===== config.mk =====
export PLATFORM = sky130hd
export DESIGN_NAME = ombx_mailbox
export DESIGN_NICKNAME = d
export VERILOG_FILES = /design/src/hw/ombx_pkg.sv /design/src/hw/ombx_mailbox.sv
export SDC_FILE = /design/constraint.sdc
export NUM_CORES = 1
export LEC_CHECK = 0
export ABC_AREA = 1
export BUFFER_PORTS_ARGS = -buffer_cell sky130_fd_sc_hd__buf_2
export CORE_MARGIN = 4
export CORE_UTILIZATION = 41
export DETAILED_ROUTE_END_ITERATION = 8
export PLACE_DENSITY = 0.76
export SLEW_MARGIN = 20
export SYNTH_ARGS = -nofsm -noshare
export SYNTH_HDL_FRONTEND = slang
export SYNTH_SLANG_ARGS = --single-unit

===== constraint.sdc =====
create_clock -name clk_i -period 1.1 [get_ports clk_i]
set_input_delay 0.11 -clock clk_i [delete_from_list [all_inputs] [get_ports clk_i]]
set_output_delay 0.11 -clock clk_i [all_outputs]
set_load 0.01 [all_outputs]

===== src/hw/ombx_pkg.sv =====
// Purpose : Shared constants and carrier types for the octal mailbox.
// Assumes : One system clock; capture clock arrives as a sampled input.
// Notes   : Word width and flag reset value live here.
package ombx_pkg;

  localparam int          OMBX_WORD_W    = 8;
  localparam logic        OMBX_FLAG_RST  = 1'b0;
  localparam logic        OMBX_EDGE_RST  = 1'b1;
  localparam logic [7:0]  OMBX_WORD_RST  = 8'h00;
  localparam int          OMBX_TOP_BIT   = OMBX_WORD_W - 1;

  // Writer side: word, flag and active-low load enable
  typedef struct packed {
    logic [OMBX_WORD_W-1:0] word_in;
    logic                   ready_flag_in;
    logic                   load_en_n;
  } ombx_wr_t;

  // Reader side: the two active-low output enables
  typedef struct packed {
    logic data_drive_en_n;
    logic status_route_en_n;
  } ombx_rd_t;

  // Whole block state
  typedef struct packed {
    logic [OMBX_WORD_W-1:0] word;
    logic                   flag;
    logic                   clk_prev;
  } ombx_state_t;

endpackage : ombx_pkg


===== src/hw/ombx_mailbox.sv =====
// Purpose : Eight-bit mailbox register with ready flag and read-clear.
// Assumes : capture_clock, enables and data are synchronous to clk_i.
// Notes   : Tri-state data pins are split into value and per-bit enable;
//           the open-collector flag is an active-low pull enable.
//           A word read clears the flag even against a load of it.
`timescale 1ns/10ps

module ombx_mailbox
  import ombx_pkg::*;
(
  // Clock and reset
  input  wire logic                    clk_i,
  input  wire logic                    reset_i,
  // Writer side
  input  wire logic                    capture_clock_i,
  input  wire ombx_pkg::ombx_wr_t      wr_i,
  // Reader side
  input  wire ombx_pkg::ombx_rd_t      rd_i,
  output logic [ombx_pkg::OMBX_WORD_W-1:0] word_out_o,
  output logic [ombx_pkg::OMBX_WORD_W-1:0] word_out_oe_o,
  output logic                         ready_flag_out_oc_o,
  output logic                         ready_flag_out_oc_oe_o
);
  import ombx_pkg::*;

  // **********************************************************
  // State update
  // **********************************************************
  ombx_state_t state;
  ombx_state_t next_state;
  logic        cap_edge;
  logic        read_word;
  logic        poll_flag;

  always_comb
  begin
    next_state          = state;
    next_state.clk_prev = capture_clock_i;
    // A capture pulse shorter than one clk_i period can fall between edges and go unseen
    // rising edge only; enable is sampled, not gated
    cap_edge  = capture_clock_i && !state.clk_prev;
    read_word = !rd_i.data_drive_en_n && !rd_i.status_route_en_n;
    poll_flag = !rd_i.data_drive_en_n && rd_i.status_route_en_n;
    // capture with load enable low, else hold
    if (cap_edge && !wr_i.load_en_n)
    begin
      next_state.word = wr_i.word_in;
      next_state.flag = wr_i.ready_flag_in;
    end
    // read clears flag and overrides a concurrent load of the flag; the word still loads
    if (read_word)
    begin
      next_state.flag = 1'b0;
    end
  end

  always_ff @(posedge clk_i)
  begin
    if (reset_i)
    begin
      state.word     <= OMBX_WORD_RST;
      state.flag     <= OMBX_FLAG_RST;
      // History starts high: a capture clock already high at release is
      // not an edge, at the price of missing a rise on the first edge.
      state.clk_prev <= OMBX_EDGE_RST;
    end
    else
    begin
      state <= next_state;
    end
  end

  // **********************************************************
  // Output pins
  // **********************************************************
  // Whole-word read shows the word; polling shows the flag on the top bit.
  // Flag reads combinationally so a poll sees the live stored value.
  always_comb
  begin
    word_out_o    = state.word;
    word_out_oe_o = '0;
    if (read_word)
    begin
      word_out_oe_o = '1;
    end
    else if (poll_flag)
    begin
      word_out_o[OMBX_TOP_BIT]    = state.flag;
      word_out_oe_o[OMBX_TOP_BIT] = 1'b1;
    end
  end

  // open collector pulls low while flag is low
  // Pin only ever pulls low; a released line reads high via the pull-up
  assign ready_flag_out_oc_o    = 1'b0;
  assign ready_flag_out_oc_oe_o = !state.flag;
endmodule : ombx_mailbox


After elaboration in Yosys (flattened, before gate mapping):

Cells that the tools add are included.

* muxes and demuxes: 5
* reduce and logical (&&, ||, !) cells: 10

Operators with widths (number)
* $mux 7: 1
* $logic_not 1->1: 5
* $logic_and 1x1->1: 4
* $mux 1: 4
* $reduce_or 2->1: 1

* input port bits: 15
* word-level logic and storage cells: 18
* register bits after elaboration: 10

Longest topological paths before layout:

Gate-level depths: netlist of run 1.

* word-level depth: 4
* gate-level depth with buffers: 6
* mapped depth without buffers: 5

Worst setup path before layout of run 1:

Ideal clock, no wire load.

* path type: flip-flop to flip-flop
* from: reg state[0] in the netlist's numbering
* to: reg state[1] in the netlist's numbering
* clock period less this slack: 0.840 ns
* cell stages (with the launch flop): 6
* slack: 0.260 ns
* path buffers: 1
* library setup time: 0.113 ns
* arrival: 0.728 ns
* cell sequence: dfxtp_1 > inv_1 > nand3_4 > buf_6 > nor2_1 > nor2_1

* word-level cells in the longest chain between the ends: 3

Ends and longest elaborated chain
* start: declaration: line ombx_mailbox.sv:29 `ombx_state_t state;`
* start signal: assignment: line ombx_mailbox.sv:69 `state <= next_state;`
* $logic_not 1->1: line ombx_mailbox.sv:41 `cap_edge = capture_clock_i && !state.clk_prev;`
* $logic_and 1x1->1: line ombx_mailbox.sv:41
* $logic_and 1x1->1: line ombx_mailbox.sv:45 `if (cap_edge && !wr_i.load_en_n)`

No other way between the ends.
A chain may end at the register's enable or synchronous reset.

Worst setup path in the final report of run 1:

* from: reg state[1] in the netlist's numbering
* to: out word_out_o[7] in the netlist's numbering

* word-level cells in the longest chain between the ends: 2

Ends and longest elaborated chain
* $mux 1: line ombx_mailbox.sv:86 `else if (poll_flag)`
* $mux 1: line ombx_mailbox.sv:82 `if (read_word)`
* end: declaration: line ombx_mailbox.sv:19 `output logic [ombx_pkg::OMBX_WORD_W-1:0] word_out_o,`

No other way between the ends.

==> qor.yml, run 1 <==
yosys:
  synth-warning-count: 0
  yosysSeqAreaShare: 0.3587
  synth.distinct_cells: 11
  synthCells: 83
  synth_fp_nets: 98
  netlist_area_sq_um: 558.0
  syn_area_per_cell_sq_um: 6.723
  ys_ff_latch: 10
clocking:
  hold_buffers: 0
  ctsLongestPathBuffers: 2
  cts_buffers: 3
  numClockSinks: 10
  tritoncts: "yes"
  insertion_delay_ns: 0.27
  cts_max_level: 1
  clockRootBuffer: "clkbuf_4"
  clk_pin_slew_worst_paths_ns: 0.06
die:
  io_pins: 33
  dieArea_sq_um: 2015
  core_sq_um: 1285
  rows: 13
  start_util: 0.4343
  die_y_microns: 44.89
  die_x_microns: 44.89
global_route:
  grt_overflow: 0
  grt_pass1_wl_microns: 1490
  grt_max_degree: 19
  grt_pass1_vias: 392
  grt_use_total: 0.1035
  antenna_found_initial: 0
status:
  status: "completed"
min_path:
  hp-start: "reset_i"
  min_path_type: "primary input to register"
timing:
  setup_viol: 0
  hold_viol: 0
  rsz0062_at_grt: "no"
  finalCriticalPeriod_ns: 0.9980
  min_period_over_period: 0.9073
  layout_setup_ws_ns: 0.1020
  slew_violations: 0
  setup_tns_ns: 0
  fmax_mhz: 1002
  skew_ns: 0.007593
final_layout:
  final_cell_area_sq_um: 644.4
  fillers: 138
  antenna_cells: 0
  drive_gt1_frac: 0.3725
  final_nets: 118
  syn_to_final_growth_pct: 15.47
  postLayoutCoreUtil: 0.5015
power_and_ir_drop:
  power_uw: 826.6
  ir_drop_mv: 0.6644
  p_per_area_nw_per_um2: 1283
  leakagePower_uw: 0.0004104
critical_path:
  cp_num_buf_inv: 2
  max_stage_delay_ns: 0.31
  path_class: "register to primary output"
  crit_arrival_ns: 0.89
  crit_start: "state[1]"
  crit_required_ns: 0.99
  crit_slowest_cell: "dfxtp_1"
  startpoint_type: "register"
  cp-end-kind: "primary output"
  cp_top_family: "flip-flops"
  r2r-start: "state[0]"
  crit_fanout: 3
  worstPathCellList: "inv_1 > o21ai_1 > buf_2"
detailed_routing:
  drt_iter0_markers: 4
  wirelength_microns: 1006
  dr.pass1.iters: 3
  viasPerCell: 3.974
  ant_nets: 0
  wl_per_cell_microns: 8.598
  vias: 465
  post-route-drc-count: 0
run:
  maxCapViolations: 0
place:
  gp_congestion: 0.6813
  hpwl_microns: 814.8
  io_buffer_count: 31
  pre_cts_ws_ns: 0.2226
  post_dp_cell_area_sq_um: 608.1
-- power breakdown --
part / internal [uW] / total, uW / leakage [uW] / switching (uW)
Combinational: 50.0 / 114 / 0.000308 / 64.1
Clock: 201 / 332 / 0.0000210 / 131
Sequential: 375 / 380 / 0.0000815 / 5.15
-- cell usage after synthesis --
| cell type | count | area share |
|---|---|---|
| buf_4 | 15 | 0.20 |
| buf_6 | 1 | 0.020 |
| conb_1 | 1 | 0.0067 |
| dfxtp_1 | 10 | 0.36 |
| inv_1 | 13 | 0.087 |
| nand2_1 | 19 | 0.13 |
| nand2_2 | 1 | 0.011 |
| nand3_4 | 1 | 0.031 |
| nor2_1 | 20 | 0.13 |
| o21ai_0 | 1 | 0.0090 |
| or2_2 | 1 | 0.011 |
-- cell usage in the layout (no fill, tap or decap), drive strengths merged --
master and count:
conb 1, buf 31, nor2 20, or2 1, o21ai 1, inv 13, nand2 20, clkbuf 4
nand3 1, dfxtp 10
-- final cells by class --
class / instances / area (sq um) / area share
Sequential cell: 10 / 200.2 / 0.3107
Timing Repair Buffer: 31 / 155.1 / 0.2408
Multi-Input combinational cell: 44 / 185.2 / 0.2874
Inverter: 13 / 48.80 / 0.07573
Clock buffer: 4 / 36.28 / 0.05631
Tap cell: 15 / 18.77 / 0.02913
-- flip-flops by register name (all words and copies together) (netlist names) --
signal / count
word_out_o: 7
state: 3
-- through the flow --
stage,hold slack [ns],std cells
after CTS,0.05495,117
after global placement,0.3299,113
after global routing,0.05738,117
final,0.05945,117
after floorplan,0.2138,83
after detailed placement,0.3319,113
-- final timing paths --
path	to	slack (ns)	cells after the start
setup / recovery	word_out_o[7]	0.10	3
hold / removal	state[0]	0.06	2
setup reg to reg	word_out_o[3]	0.23	5
hold reg to reg	word_out_o[1]	0.52	4
-- kinds of logic after synthesis --
kind of cell	count (synthesis)	synth area share
other cells	1	0.006720
flops	10	0.3587
simple gates	42	0.3162
buf+inv	29	0.3094
compound gates	1	0.008960
-- timing repair --
action                                  CTS  global route
setup buffers                             0             0
resized for setup                         0             1
endpoints found under the setup margin    0             1
-- routing by layer --
layer,GRT usage,wire length [microns],up-vias
met1,0.1022,412,190
met3,0.06375,82,0
li1,-,-,259
met4,0.03509,0,0
met5,0,0,-
met2,0.1777,510,16
No activity file was read; power rests on OpenSTA's default activity.
==> inputs of run 2 (changes only) <==
BUFFER_PORTS_ARGS = -buffer_cell sky130_fd_sc_hd__buf_4   (was -buffer_cell sky130_fd_sc_hd__buf_2)
==> run 2 against run 1 <==
Effect of this change:
- combinational power up 26%
- clock-buffer cell count unchanged
- non-clock buffer count unchanged
- critical path depth unchanged
- core utilization up 6.0 points
- wire length up 13%
- clock power down 2%
- clock skew down 0.0051 ns
- final area up 12%
- die area unchanged
- first-iteration DRC count up 25%
- critical path type unchanged
- largest power group unchanged
==> qor.yml, run 2 (synthesis results as in run 1) <==
status:
  status: "completed"
power_and_ir_drop:
  internal-power_uw: 653.9
  leakagePower_uw: 0.0004276
  combinationalPowerShare: 0.169
  p_sw_frac: 0.2327
  power.share.sequential: 0.448
  ir_drop_mv: 0.9590
  switchingPower_uw: 198.3
  p_clk_frac: 0.384
  p_per_area_nw_per_um2: 1180
critical_path:
  crit_arrival_ns: 0.90
  r2r_setup_slack_ns: 0.19
  path_class: "register to primary output"
  crit_slowest_cell: "dfxtp_1"
  startpoint_type: "register"
  crit_fanout: 3
  max_stage_delay_ns: 0.30
  cp-end-kind: "primary output"
  worstPathCellList: "inv_1 > o21ai_1 > buf_4"
  crit_required_ns: 0.99
die:
  rows: 13
  io_pins: 33
  core_sq_um: 1285
  dieArea_sq_um: 2015
  die_y_microns: 44.89
  start_util: 0.4343
  die_x_microns: 44.89
clocking:
  insertion_delay_ns: 0.27
  numClockSinks: 10
  cts_setup_buffers: 0
  hold_buffers: 0
  clockRootBuffer: "clkbuf_4"
  cts_max_level: 1
  ctsLongestPathBuffers: 2
  clk_pin_slew_worst_paths_ns: 0.06
  tritoncts: "yes"
  cts_buffers: 3
final_layout:
  fillers: 129
  largest_register_ffs: 7
  final_cells: 117
  mostFrequentLayoutCells: "buf_4, nor2_1, nand2_1, inv_1, dfxtp_1"
  final_common_cell: "buf_4"
  antenna_cells: 0
  drive_gt1_frac: 0.3725
  final_nets: 118
  postLayoutCoreUtil: 0.5618
  syn_to_final_growth_pct: 29.37
place:
  hpwl_microns: 868.7
  io_buffer_count: 31
  gp_congestion: 0.7428
  place_inst: 113
timing:
  slew_violations: 0
  hold_viol: 0
  skew_ns: 0.002513
  setup_tns_ns: 0
  fmax_mhz: 994.0
  min_period_over_period: 0.9145
  finalCriticalPeriod_ns: 1.006
  hold_slack_ns: 0.05141
  rsz0062_at_grt: "no"
  setup_viol: 0
min_path:
  min_path_type: "primary input to register"
detailed_routing:
  viasPerCell: 3.897
  drt_iter0_markers: 5
  post-route-drc-count: 0
  dr.pass1.iters: 2
  wirelength_microns: 1133
  wl_per_cell_microns: 9.684
  ant_nets: 0
  vias: 456
global_route:
  grt_pass1_wl_microns: 1621
  grt_max_degree: 19
  grt_overflow: 0
  antenna_found_initial: 0
  grt_use_total: 0.1150
  grt_pass1_vias: 388
run:
  maxCapViolations: 0
## run 2: cell counts in the layout (fill, tap and decap cells not counted)
Identical to the previous run, type by type.
## run 2: power by group through the flow
stage / Sequential (uW) / Combinational, uW / Clock [uW]
floorplan: 388 / 92.3 / 0
detailed placement: 390 / 145 / 0
CTS: 382 / 145 / 342
finish: 381 / 144 / 327
global route: 383 / 158 / 369
global placement: 389 / 142 / 0
## run 2: worst max-delay path, delay by kind of cell, from the launching register on
family	cells	cell delay (ns)
DFF	1	0.30
AOI/OAI and AO/OA	1	0.13
buffers and inverters	2	0.19
## run 2: per-layer routing
| metal | global-route usage | up-vias | routed length, microns |
|---|---|---|---|
| li1 | - | 258 | - |
| met1 | 0.1168 | 177 | 425 |
| met2 | 0.1834 | 16 | 568 |
| met3 | 0.06375 | 5 | 110 |
| met4 | 0.07018 | 0 | 29 |
| met5 | 0 | - | 0 |
## run 2: path summary, 6_finish.rpt
path                                from             to  cells after the start
worst min register to register  state[9]       state[9]                      4
worst max register to register  state[0]  word_out_o[5]                      4
worst min-delay path             reset_i       state[0]                      2
worst max-delay path            state[1]  word_out_o[7]                      3
## run 2: stage by stage
stage / total power [uW] / area [sq um] / worst slack, ns
finish: 852.2 / 721.9 / 0.09400
global route: 910.4 / 721.9 / 0.01923
CTS: 869.1 / 721.9 / 0.03860
detailed placement: 534.7 / 685.7 / 0.1892
global placement: 530.5 / 685.7 / 0.2308
floorplan: 480.3 / 558.0 / 0.2597
## run 2: timing repair
item	4_1_cts	5_1_grt
gates resized for setup	0	1
endpoints found under the setup margin	0	1
hold endpoints to repair	0	0
## run 2: cell type report
type                            count  area (sq um)  area share
Clock buffer                        4         36.28     0.05026
Inverter                           13         48.80     0.06759
Multi-Input combinational cell     44         185.2      0.2565
Sequential cell                    10         200.2      0.2773
Tap cell                           15         18.77     0.02600
Timing Repair Buffer               31         232.7      0.3224
==> inputs of run 3 (changes only) <==
CORE_UTILIZATION = 37   (was 41)
PLACE_DENSITY = 0.73   (was 0.76)
clock period = 0.8 ns   (was 1.1 ns; I/O delays follow)
==> run 3 against run 2 <==
Effect of this change:
- the flow now finishes with violations (negative setup slack)
- clock-buffer cell count did not move
- worst setup slack worse by 0.22 ns
- hold slack got worse by 0.033 ns
- combinational power increased by 81%
- cell count rose by 5.1%
- final area grew 23%
- core utilization is 8.8 points higher
- wire length rose by 22%
- sequential cell count stayed put
- clock skew is 0.0053 ns higher
- critical path depth unchanged
- sequential share of layout area shrank 3.8 points
- largest cell class unchanged
- largest power group unchanged
==> qor.yml, run 3 (synthesis results as in run 1) <==
timing:
  fmax_mhz: 1076
  layout_setup_ws_ns: -0.1297
  min_period_over_period: 1.162
  hold_slack_ns: 0.01823
  setup_tns_ns: -0.4529
  finalCriticalPeriod_ns: 0.9297
  hold_viol: 0
  setup_viol: 10
  skew_ns: 0.007782
  rsz0062_at_grt: "yes"
  slew_violations: 0
detailed_routing:
  wl_per_cell_microns: 11.20
  drt-met1-wl_microns: 455
  vias: 538
  drt_iter0_markers: 13
  routed.top_layer: "met3"
  viasPerCell: 4.374
  post-route-drc-count: 0
  ant_nets: 0
  wirelength_microns: 1378
  route.met3.wl_microns: 73
  wl_met2_microns: 849
  dr.pass1.iters: 4
global_route:
  antenna_found_initial: 0
  grt_use_total: 0.1204
  grt_overflow: 0
  grt_pass1_wl_microns: 1897
  grt_max_degree: 9
  grt_pass1_vias: 460
critical_path:
  crit_slowest_cell: "dfxtp_2"
  startpoint_type: "register"
  crit_required_ns: 0.72
  crit_fanout: 2
  cp_top_family: "flip-flops"
  cp_num_buf_inv: 3
  worstPathCellList: "inv_2 > buf_4 > buf_6"
  path_class: "register to primary output"
  crit_arrival_ns: 0.85
  cp-end-kind: "primary output"
  max_stage_delay_ns: 0.32
clocking:
  tritoncts: "yes"
  clockRootBuffer: "clkbuf_4"
  hold_buffers: 0
  ctsLongestPathBuffers: 2
  clk_pin_slew_worst_paths_ns: 0.07
  numClockSinks: 10
  insertion_delay_ns: 0.27
  cts_max_level: 1
  cts_buffers: 3
final_layout:
  mostFrequentLayoutCells: "buf_4, nor2_1, nand2_2, inv_1, dfxtp_2"
  final_nets: 124
  drive_gt1_frac: 0.6759
  final_common_cell: "buf_4"
  postLayoutCoreUtil: 0.6502
  largest_register_ffs: 7
  final_cells: 123
  fillers: 116
  antenna_cells: 0
  syn_to_final_growth_pct: 59.19
power_and_ir_drop:
  leakagePower_uw: 0.0004536
  p_per_area_nw_per_um2: 1402
  ir_drop_mv: 1.379
run:
  maxCapViolations: 0
status:
  violations: "negative setup slack"
  status: "complete, but fails checks"
die:
  die_x_microns: 46.84
  core_sq_um: 1366
  die_y_microns: 46.84
  rows: 13
  dieArea_sq_um: 2194
  io_pins: 33
  start_util: 0.4084
place:
  hpwl_microns: 836.8
  io_buffer_count: 31
  gp_congestion: 0.6787
  place_inst: 114
min_path:
  min_path_type: "primary input to register"
[run 3: layout make-up]
class	count	area, sq um	area share
sequential	10	212.7	0.2394
multi-input combinational	47	281.5	0.3169
tap	15	18.77	0.02113
inverter	13	53.80	0.06056
timing repair buffer	34	285.3	0.3211
clock buffer	4	36.28	0.04085
[run 3: layer usage]
metal	GRT usage	vias to the layer above
li1	-	281
met1	0.1239	233
met2	0.2331	24
met3	0.04598	0
met4	0.01657	0
met5	0	-
[run 3: power by group]
group          leakage [uW]  switching, uW  internal [uW]
Clock             0.0000210            176            276
Combinational      0.000347            126            134
Sequential        0.0000854           12.7            520
Total              0.000454            315            930
[run 3: through the flow]
step	power (uW)	area, sq um	worst slack, ns
floorplan	661.2	558.0	-0.02742
global placement	734.7	693.2	-0.02282
detailed placement	738.8	693.2	-0.05715
CTS	1235	834.6	-0.1440
global route	1290	888.4	-0.1664
finish	1245	888.4	-0.1297
[run 3: path summary, 6_finish.rpt]
kind | to | depth (start not counted) | slack, ns | startpoint
worst max-delay path | ready_flag_out_oc_oe_o | 3 | -0.13 | state[1]
worst min-delay path | state[0] | 2 | 0.02 | reset_i
worst max register to register | state[1] | 5 | -0.04 | state[0]
worst min register to register | word_out_o[5] | 4 | 0.53 | word_out_o[5]
[run 3: repair_timing]
action	4_1_cts	5_1_grt
resized for setup	21	21
pin swaps	3	3
setup endpoints to repair	16	16
cloned	3	0
setup buffers	2	0
endpoints found under the hold margin	0	0
